--- config.mk ---
export PLATFORM = sky130hd
export DESIGN_NAME = tiacal_top
export DESIGN_NICKNAME = d
export VERILOG_FILES = /design/src/rtl/tiacal_pkg.sv /design/src/rtl/tiacal_top.sv
export SDC_FILE = /design/constraint.sdc
export NUM_CORES = 1
export LEC_CHECK = 0
export ABC_CLOCK_PERIOD_IN_PS = 8700
export BUFFER_PORTS_ARGS = -buffer_cell sky130_fd_sc_hd__buf_4
export CAP_MARGIN = 20
export CELL_PAD_IN_SITES_DETAIL_PLACEMENT = 0
export CELL_PAD_IN_SITES_GLOBAL_PLACEMENT = 1
export CORE_AREA = 3 3 216 218
export CTS_CLUSTER_DIAMETER = 120
export DETAILED_ROUTE_END_ITERATION = 10
export DIE_AREA = 0 0 219 221
export PLACE_DENSITY = 0.91
export SLEW_MARGIN = 30
export SYNTH_ARGS = -nofsm -noshare
export SYNTH_HDL_FRONTEND = slang
export SYNTH_SLANG_ARGS = --single-unit
--- constraint.sdc ---
create_clock -name aclk -period 8.7 [get_ports aclk]
set_clock_uncertainty 0.1 [all_clocks]
set_input_delay 1.74 -clock aclk [delete_from_list [all_inputs] [get_ports aclk]]
set_output_delay 1.74 -clock aclk [all_outputs]
set_load 0.01 [all_outputs]
--- src/rtl/tiacal_pkg.sv ---
// Constants shared by the TIA result calibration block
package tiacal_pkg;
   // Register byte addresses
   localparam logic [15:0] LOCK_ADDR    = 16'h2230;
   localparam logic [15:0] HS_OFF_ADDR  = 16'h2234;
   localparam logic [15:0] HS_GAIN_ADDR = 16'h2284;
   localparam logic [15:0] LP_OFF_ADDR  = 16'h2288;
   localparam logic [15:0] LP_GAIN_ADDR = 16'h228C;
   // Field layout of the calibration words
   localparam int CAL_W    = 15;
   localparam int CAL_MSB  = 14;
   localparam int FRAC_W   = 14;
   localparam int QUART_W  = 2;
   // Reset values
   localparam logic [14:0] OFF_RST  = 15'h0000;
   localparam logic [14:0] GAIN_RST = 15'h4000;
   localparam logic [31:0] LOCK_RST = 32'h00000000;
   // Unlock key for the calibration words
   localparam logic [31:0] UNLOCK_KEY = 32'hDE87A5AF;
   // Illegal gain code
   localparam logic [14:0] GAIN_ZERO = 15'h0000;
   // Output range limits
   localparam logic [15:0] RES_MAX = 16'hFFFF;
   localparam logic [15:0] RES_MIN = 16'h0000;
   // Bus answers
   localparam logic [1:0] RESP_OKAY   = 2'h0;
   localparam logic [1:0] RESP_SLVERR = 2'h2;
   localparam logic [1:0] RESP_DECERR = 2'h3;
endpackage : tiacal_pkg

--- src/rtl/tiacal_top.sv ---
// TIA result calibration: offset, gain and saturation behind AXI4-Lite
// Notes on behaviour
// - Low power results get signed quarter-LSB offset
// - Offset codes are 15-bit two's complement
// - High speed channel has own offset
// - Gain code 0x4000 means unity
// - Gain scales linearly, LSB is 2^-14
// - Gain zero forces result zero
// - High speed channel has own gain
// - Offsets reset to zero
// - Gain bit 14 integer, 13:0 fraction
// - Calibration writes need unlock key first
//
// The AXI4-Lite register port was left to the implementer.
`timescale 1ns/1ps
`default_nettype none
module tiacal_top (
   // Clock and reset
   input  wire logic        aclk,
   input  wire logic        aresetn,
   // Write address channel
   input  wire logic        awvalid,
   output var  logic        awready,
   input  wire logic [15:0] awaddr,
   // Write data channel
   input  wire logic        wvalid,
   output var  logic        wready,
   input  wire logic [31:0] wdata,
   input  wire logic [3:0]  wstrb,
   // Write response channel
   output var  logic        bvalid,
   input  wire logic        bready,
   output var  logic [1:0]  bresp,
   // Read address channel
   input  wire logic        arvalid,
   output var  logic        arready,
   input  wire logic [15:0] araddr,
   // Read data channel
   output var  logic        rvalid,
   input  wire logic        rready,
   output var  logic [31:0] rdata,
   output var  logic [1:0]  rresp,
   // Raw results from the ADC datapath
   input  wire logic        raw_valid,
   input  wire logic        raw_hs,
   input  wire logic [15:0] raw_code,
   // Corrected results
   output var  logic        result_valid,
   output var  logic        result_hs,
   output var  logic [15:0] conversion_result
);

   // Whole block state
   typedef struct packed {
      logic               awready;   // Address slot free
      logic               wready;    // Data slot free
      logic               aw_full;   // Address held
      logic               w_full;    // Data held
      logic [15:0]        awaddr;    // Held address
      logic [31:0]        wdata;     // Held data
      logic [3:0]         wstrb;     // Held strobes
      logic               bvalid;    // Write answer pending
      logic [1:0]         bresp;     // Write answer code
      logic               arready;   // Read slot free
      logic               rvalid;    // Read answer pending
      logic [31:0]        rdata;     // Read answer data
      logic [1:0]         rresp;     // Read answer code
      logic [31:0]        lock_key;  // Last key written
      logic [14:0]        hs_off;    // High speed offset
      logic [14:0]        hs_gain;   // High speed gain
      logic [14:0]        lp_off;    // Low power offset
      logic [14:0]        lp_gain;   // Low power gain
      logic               p1_valid;  // Stage 1 holds a sample
      logic               p1_hs;     // Stage 1 channel
      logic signed [19:0] p1_sum;    // Quarter-LSB sum
      logic [14:0]        p1_gain;   // Gain for stage 2
      logic               res_valid; // Result strobe
      logic               res_hs;    // Result channel
      logic [15:0]        result;    // Corrected result
   } tiacal_state_type;

   // Reset image of the state
   localparam tiacal_state_type RST_STATE = '{
      awready:  1'b1,
      wready:   1'b1,
      arready:  1'b1,
      lock_key: tiacal_pkg::LOCK_RST,
      hs_off:   tiacal_pkg::OFF_RST,
      lp_off:   tiacal_pkg::OFF_RST,
      hs_gain:  tiacal_pkg::GAIN_RST,
      lp_gain:  tiacal_pkg::GAIN_RST,
      default:  '0
   };

   tiacal_state_type   s;         // Current state
   tiacal_state_type   next_s;    // Next state
   logic [31:0]        wmask;     // Byte lanes as bits
   logic [31:0]        wbits;     // Written bits only
   logic [31:0]        keep;      // Bits left alone
   logic               unlocked;  // Key matches
   logic               wr_go;     // Write performed now
   logic [14:0]        sel_off;   // Offset of sample
   logic [14:0]        sel_gain;  // Gain of sample
   logic signed [35:0] prod;      // Sum times gain
   logic signed [19:0] scaled;    // Back to whole LSBs

   // Strobes to bit mask
   always_comb begin
      for (int i = 0; i < 4; i++) begin
         wmask[8*i +: 8] = {8{s.wstrb[i]}};
      end
   end

   assign wbits    = s.wdata & wmask;
   assign keep     = ~wmask;
   assign unlocked = (s.lock_key == tiacal_pkg::UNLOCK_KEY);
   assign wr_go    = s.aw_full && s.w_full && !s.bvalid;

   // Channel picks its own pair
   assign sel_off  = raw_hs ? s.hs_off : s.lp_off;
   assign sel_gain = raw_hs ? s.hs_gain : s.lp_gain;

   // Gain is unsigned Q1.14; quarter LSBs drop two more bits
   assign prod   = s.p1_sum * $signed({21'h000000, s.p1_gain});
   assign scaled = prod[35 -: 20];

   // Next state
   always_comb begin
      next_s = s;
      // Address and data are caught in either order
      if (awvalid && s.awready) begin
         next_s.aw_full = 1'b1;
         next_s.awaddr  = awaddr;
      end
      if (wvalid && s.wready) begin
         next_s.w_full = 1'b1;
         next_s.wdata  = wdata;
         next_s.wstrb  = wstrb;
      end
      // Answer retired
      if (s.bvalid && bready) begin
         next_s.bvalid = 1'b0;
      end
      // Both halves held and no answer pending: perform the write
      if (wr_go) begin
         next_s.aw_full = 1'b0;
         next_s.w_full  = 1'b0;
         next_s.bvalid  = 1'b1;
         next_s.bresp   = tiacal_pkg::RESP_OKAY;
         unique case (s.awaddr)
            tiacal_pkg::LOCK_ADDR: begin
               next_s.lock_key = (s.lock_key & keep) | wbits;
            end
            tiacal_pkg::HS_OFF_ADDR: begin
               // Locked words refuse the write with an error
               if (unlocked) begin
                  next_s.hs_off = (s.hs_off & keep[14:0]) | wbits[14:0];
               end else begin
                  next_s.bresp = tiacal_pkg::RESP_SLVERR;
               end
            end
            tiacal_pkg::HS_GAIN_ADDR: begin
               if (unlocked) begin
                  next_s.hs_gain = (s.hs_gain & keep[14:0]) | wbits[14:0];
               end else begin
                  next_s.bresp = tiacal_pkg::RESP_SLVERR;
               end
            end
            tiacal_pkg::LP_OFF_ADDR: begin
               if (unlocked) begin
                  next_s.lp_off = (s.lp_off & keep[14:0]) | wbits[14:0];
               end else begin
                  next_s.bresp = tiacal_pkg::RESP_SLVERR;
               end
            end
            tiacal_pkg::LP_GAIN_ADDR: begin
               if (unlocked) begin
                  next_s.lp_gain = (s.lp_gain & keep[14:0]) | wbits[14:0];
               end else begin
                  next_s.bresp = tiacal_pkg::RESP_SLVERR;
               end
            end
            default: begin
               // Nothing decoded here
               next_s.bresp = tiacal_pkg::RESP_DECERR;
            end
         endcase
      end
      next_s.awready = !next_s.aw_full;
      next_s.wready  = !next_s.w_full;

      // Read: answer one cycle after the address is taken
      if (arvalid && s.arready) begin
         next_s.rvalid = 1'b1;
         next_s.rresp  = tiacal_pkg::RESP_OKAY;
         unique case (araddr)
            tiacal_pkg::LOCK_ADDR:    next_s.rdata = s.lock_key;
            tiacal_pkg::HS_OFF_ADDR:  next_s.rdata = {17'h00000, s.hs_off};
            tiacal_pkg::HS_GAIN_ADDR: next_s.rdata = {17'h00000, s.hs_gain};
            tiacal_pkg::LP_OFF_ADDR:  next_s.rdata = {17'h00000, s.lp_off};
            tiacal_pkg::LP_GAIN_ADDR: next_s.rdata = {17'h00000, s.lp_gain};
            default: begin
               next_s.rdata = 32'h00000000;
               next_s.rresp = tiacal_pkg::RESP_DECERR;
            end
         endcase
      end else if (s.rvalid && rready) begin
         next_s.rvalid = 1'b0;
      end
      next_s.arready = !next_s.rvalid;

      // Stage 1: offset added in quarter LSBs; idle cycles keep the last sample
      next_s.p1_valid = raw_valid;
      if (raw_valid) begin
         next_s.p1_hs   = raw_hs;
         next_s.p1_gain = sel_gain;
         next_s.p1_sum  = $signed({2'b00, raw_code, 2'b00})
                        + $signed({{5{sel_off[14]}}, sel_off});
      end

      // Stage 2: gain, then clamp; result holds until the next sample
      next_s.res_valid = s.p1_valid;
      if (s.p1_valid) begin
         next_s.res_hs = s.p1_hs;
         if (s.p1_gain == tiacal_pkg::GAIN_ZERO) begin
            next_s.result = tiacal_pkg::RES_MIN;
         end else if (scaled[19]) begin
            // Negative sums clamp to the bottom of the range
            next_s.result = tiacal_pkg::RES_MIN;
         end else if (|scaled[18:16]) begin
            // Sums beyond full scale clamp to the top
            next_s.result = tiacal_pkg::RES_MAX;
         end else begin
            next_s.result = scaled[15:0];
         end
      end
   end

   // State register; reset gives zero offsets and unity gains
   always_ff @(posedge aclk) begin
      if (!aresetn) begin
         s <= RST_STATE;
      end else begin
         s <= next_s;
      end
   end

   // Outputs straight from flops
   assign awready           = s.awready;
   assign wready            = s.wready;
   assign bvalid            = s.bvalid;
   assign bresp             = s.bresp;
   assign arready           = s.arready;
   assign rvalid            = s.rvalid;
   assign rdata             = s.rdata;
   assign rresp             = s.rresp;
   assign result_valid      = s.res_valid;
   assign result_hs         = s.res_hs;
   assign conversion_result = s.result;
endmodule : tiacal_top
`default_nettype wire

### After elaboration in Yosys (flattened, before gate mapping)

Index checks and enable logic that the tools add are counted.

* register bits: 242
* input bits: 93
* logic and storage cells: 87

* add/subtract/negate cells: 1
* multipliers: 1
* equal/unequal tests: 11
* mux-type cells: 16
* bitwise operators: 12
* reduce and logical (&&, ||, !) cells: 21

Operators by type and width (number)
* 16-bit by 14-bit == test with 1-bit output, second input constant: 10
* 32-bit one-hot mux with 5 select lines: 1
* 32-bit bitwise AND: 2
* 15-bit bitwise AND: 4
* 15-bit OR: 4
* 16-bit two-way mux: 3
* 20-bit by 16-bit multiplier with 36-bit output: 1
* 32-bit == test, second input constant: 1
* 32-bit NOT: 1
* 32-bit OR: 1
* 15-bit two-way mux: 2
* 19-bit by 15-bit adder with 20-bit output: 1
* 15-bit zero test: 1
* 3-bit AND reduction: 4
* 1-bit logical AND: 7
* 2-bit two-way mux: 3
* 1-bit two-way mux: 5
* 5-bit OR reduction: 1
* 1-bit zero test: 4
* 2-bit one-hot mux with 2 select lines: 1
* 4-bit OR reduction: 1
* 3-bit two-way mux: 1
* 3-bit OR reduction: 1
* 2-bit AND reduction: 1
* 2-bit nonzero test: 1

### Longest topological paths before layout

* depth in word-level cells: 5
* depth in mapped cells: 26
* mapped depth without buffers: 24

### Least setup slack after synthesis

No wires, ideal clock.

* path type: reg-to-reg
* from: register s[52] (netlist name)
* to: register s (netlist bit conversion_result[6])
* library setup time: 0.120 ns
* data arrival time: 6.572 ns
* required time: 8.480 ns
* path slack: 1.909 ns
* cell stages (with the launch flop): 22
* path through: dfxtp_1 -> clkbuf_1 -> nand2_1 -> fa_1 -> fa_1 -> inv_1 -> fa_1 -> fa_1 -> fa_1 -> inv_1 -> fa_1 -> inv_1 -> ha_1 -> a21o_1 -> a21o_1 -> a21o_1 -> a211oi_2 -> o21bai_2 -> o311a_4 -> nor4_4 -> buf_6 -> a21oi_2

* longest elaborated chain between the ends: 5

RTL lines
* from (decl): RTL line tiacal_top.sv:95 `tiacal_state_type s;`
* from (signal assigned): RTL line tiacal_top.sv:244 `s <= next_s;`
* 20-bit by 16-bit multiplier with 36-bit output *: RTL line tiacal_top.sv:124 `assign prod = s.p1_sum * $signed({21'h000000, s.p1_gain});`
* 3-bit OR reduction: RTL line tiacal_top.sv:230 `end else if (|scaled[18:16]) begin`
* 16-bit two-way mux: RTL line tiacal_top.sv:230
* 16-bit two-way mux *: RTL line tiacal_top.sv:227 `end else if (scaled[19]) begin`
* 16-bit two-way mux *: RTL line tiacal_top.sv:225 `if (s.p1_gain == tiacal_pkg::GAIN_ZERO) begin`

Every way passes the cells marked *; elsewhere a longest branch is shown, timed or not.
A chain may end at the register's enable or synchronous reset.

### Final worst setup path

* from: register s[52] (netlist name)
* to: register s (netlist bit conversion_result[1])

Same word-level chain as after synthesis.

==> results.json <==
{
  "status": "complete, no violations",
  "first_global_vias": 16887,
  "final_nets": 2912,
  "placed_cells": 2988,
  "wl_per_cell_um": 17.22,
  "cts_hold_buf": 0,
  "final_max_slew_viol_count": 0,
  "clk_latency_ps": 560,
  "p_per_area_nw_per_um2": 129.0,
  "hold_violations": 0,
  "h-tree-depth": 1,
  "drcViolationCount": 0,
  "crit_path_start_kind": "register",
  "synth.distinct_cells": 72,
  "die_h_um": 221,
  "reg2reg_depth": 20,
  "hold_path_end": "s[207]$_SDFFE_PN0P_",
  "routed_wl_um": 52250,
  "cts_tree": "yes",
  "dpl.hpwl_um": 39680,
  "dieArea_um2": 48400,
  "crit_path_end_kind": "register",
  "grt_pass1_wl_um": 85740,
  "crit_required_ps": 9080,
  "numPortBuffers": 151,
  "netlist_area_um2": 21430,
  "ios": 152,
  "p_leak_nw": 11.40,
  "first_pass_iters": 5,
  "drtIter0Drc": 1000,
  "die_w_um": 219,
  "gp_congestion": 0.8677,
  "dr_total_vias": 16178,
  "holdPathStages": 2,
  "p_total_mw": 3.030,
  "fill_cells": 4135,
  "grt_start_max_net_pins": 108,
  "core_um2": 45090,
  "period_share_pct": 85.84,
  "max_cap_viol_count": 0,
  "seq_area_um2": 4828,
  "cp_data_arrival_time_ps": 7850,
  "dp_slack_ps": 1293,
  "syn2layout_area_growth_pct": 9.630,
  "reg2reg_to": "conversion_result[1]$_SDFFE_PN0P_",
  "fmax_mhz": 133.9,
  "ctsRootBufferMaster": "clkbuf_16",
  "path_clk_slew_ps": 50,
  "fin_worst_hold_slack_ps": 352.1,
  "r2r_slack_ps": 1230,
  "layout_common_cells": "354 x inv_1, 319 x nand2_1, 298 x fa_1",
  "initial_core_util_pct": 47.52,
  "cts_made_buffers": 27,
  "multi_input_area_um2": 14440,
  "mostFrequentLayoutCell": "inv_1",
  "cts_setup_buffers": 0,
  "hold_class": "register to register",
  "drive_gt1_share_pct": 10.81,
  "fin_cells": 3035,
  "irDropWorstVdd_mv": 0.1289,
  "rsz0062_at_grt": "no",
  "hp-start": "s[207]$_SDFFE_PN0P_",
  "via_per_inst": 5.330,
  "drtAntennaViolNets": 0,
  "grt_use_total_pct": 21.81,
  "gr-total-overflow": 0,
  "timing.rr.start": "s[52]$_SDFFE_PN0P_",
  "syn_nets": 2879,
  "cts.repair.resized": 0,
  "cp_max_fo": 16,
  "synth-main-ff-cell": "dfxtp_1",
  "async_flop_share_pct": 0,
  "clock-sinks": 241,
  "finalSetupViolations": 0,
  "crit_type": "register to register",
  "synth_seq_cells": 241,
  "syn_avg_cell_area_um2": 8.987,
  "setup_tns_ps": 0,
  "antenna_found_initial": 1,
  "ys_warn_count": 0,
  "syn_inst": 2384,
  "ys_seq_area_share_pct": 22.52,
  "relSlewSlack_pct": 35.18,
  "worst_slack_ps": 1232,
  "synth_edf_count": 0,
  "tightest_slew_ps": 972.3,
  "finalCriticalPeriod_ps": 7468,
  "num_rows": 78,
  "cts_buffer_depth": 3
}
## logic make-up after synthesis
kind of cell    Yosys count  synth area share [%]
buf+inv                 521                 10.17
mux                     140                 6.634
flops                   241                 22.52
simple gates            733                 15.88
compound gates          315                 9.577
fa+ha+maj               402                 33.92
xor+xnor                 32                 1.308
## per-stage QoR
| step | area [um^2] | utilization [%] |
|---|---|---|
| global placement | 22620 | 50.17 |
| detailed placement | 22630 | 50.19 |
| finish | 23490 | 52.10 |
| global route | 23490 | 52.09 |
| CTS | 23480 | 52.08 |
| floorplan | 21430 | - |
## report_power, final
group          internal (mW)  switching, mW
clock                  0.636          0.466
combinational          0.291          0.401
sequential              1.16         0.0791
## cell usage after synthesis, drive strengths merged, types with 5 or more instances
library cell  count  area share [%]
inv             355             6.2
nand2           319             5.6
fa              298              28
dfxtp           241              23
nor2            184             3.2
a21oi           138             3.6
and2            136             4.0
mux2i           124             5.8
ha              104             6.1
clkbuf          103             1.8
buf              62             2.1
o21ai            52             1.2
a22oi            32             1.1
a211oi           25            0.90
xnor2            18            0.74
mux2             16            0.84
a221oi           15            0.69
a21o             14            0.49
nor3             14            0.33
nor4             14            0.61
xor2             14            0.57
nand3            11            0.26
nand4             8            0.23
or3               7            0.20
a31oi             6            0.18
nand2b            6            0.18
nor2b             6            0.18
nor4b             6            0.27
and3              5            0.15
nand3b            5            0.18
## how the worst max path moves through the flow
| stage | from | to | slack (ps) |
|---|---|---|---|
| 2_1_floorplan | s[52]$_SDFFE_PN0P_ | conversion_result[6]$_SDFFE_PN0P_ | 1910 |
| 3_3_place_gp | s[52]$_SDFFE_PN0P_ | conversion_result[15]$_SDFFE_PN0P_ | 1480 |
| 3_5_place_dp | s[52]$_SDFFE_PN0P_ | conversion_result[1]$_SDFFE_PN0P_ | 1290 |
| 4_1_cts | s[52]$_SDFFE_PN0P_ | conversion_result[1]$_SDFFE_PN0P_ | 1270 |
| 5_1_grt | s[52]$_SDFFE_PN0P_ | conversion_result[2]$_SDFFE_PN0P_ | 760 |
| 6_report | s[52]$_SDFFE_PN0P_ | conversion_result[1]$_SDFFE_PN0P_ | 1230 |
## critical path, stage by stage (launching register included)
cell	delay (ps)
dfxtp_1	620
nand2_1	240
fa_1	670
fa_1	830
inv_1	220
fa_1	480
fa_1	540
fa_1	550
inv_1	50
fa_1	470
inv_1	40
ha_1	330
a21o_1	180
a21o_1	160
a21o_1	180
a211oi_2	240
o21bai_2	150
or4b_1	500
o211ai_2	570
a21oi_1	90
a21oi_1	170
## layer usage
| layer | vias to the layer above | global-route usage (%) | share of wire [%] |
|---|---|---|---|
| met5 | - | 0 | 0.0096 |
| met4 | 2 | 7.736 | 3.4 |
| met3 | 115 | 4.175 | 7.4 |
| met2 | 509 | 36.44 | 47 |
| met1 | 7953 | 28.29 | 42 |
| li1 | 7599 | - | - |
## area by class of cell
class	instances	share of cell area, %
clock buffers	36	3.191
clock inverters	10	0.4315
well taps	600	3.196
multi-input cells	1622	61.49
repair buffers	170	5.433
inverters	355	5.694
flip-flops and latches	241	20.56
diodes	1	0.01065
(Power assumes the default switching activity.)
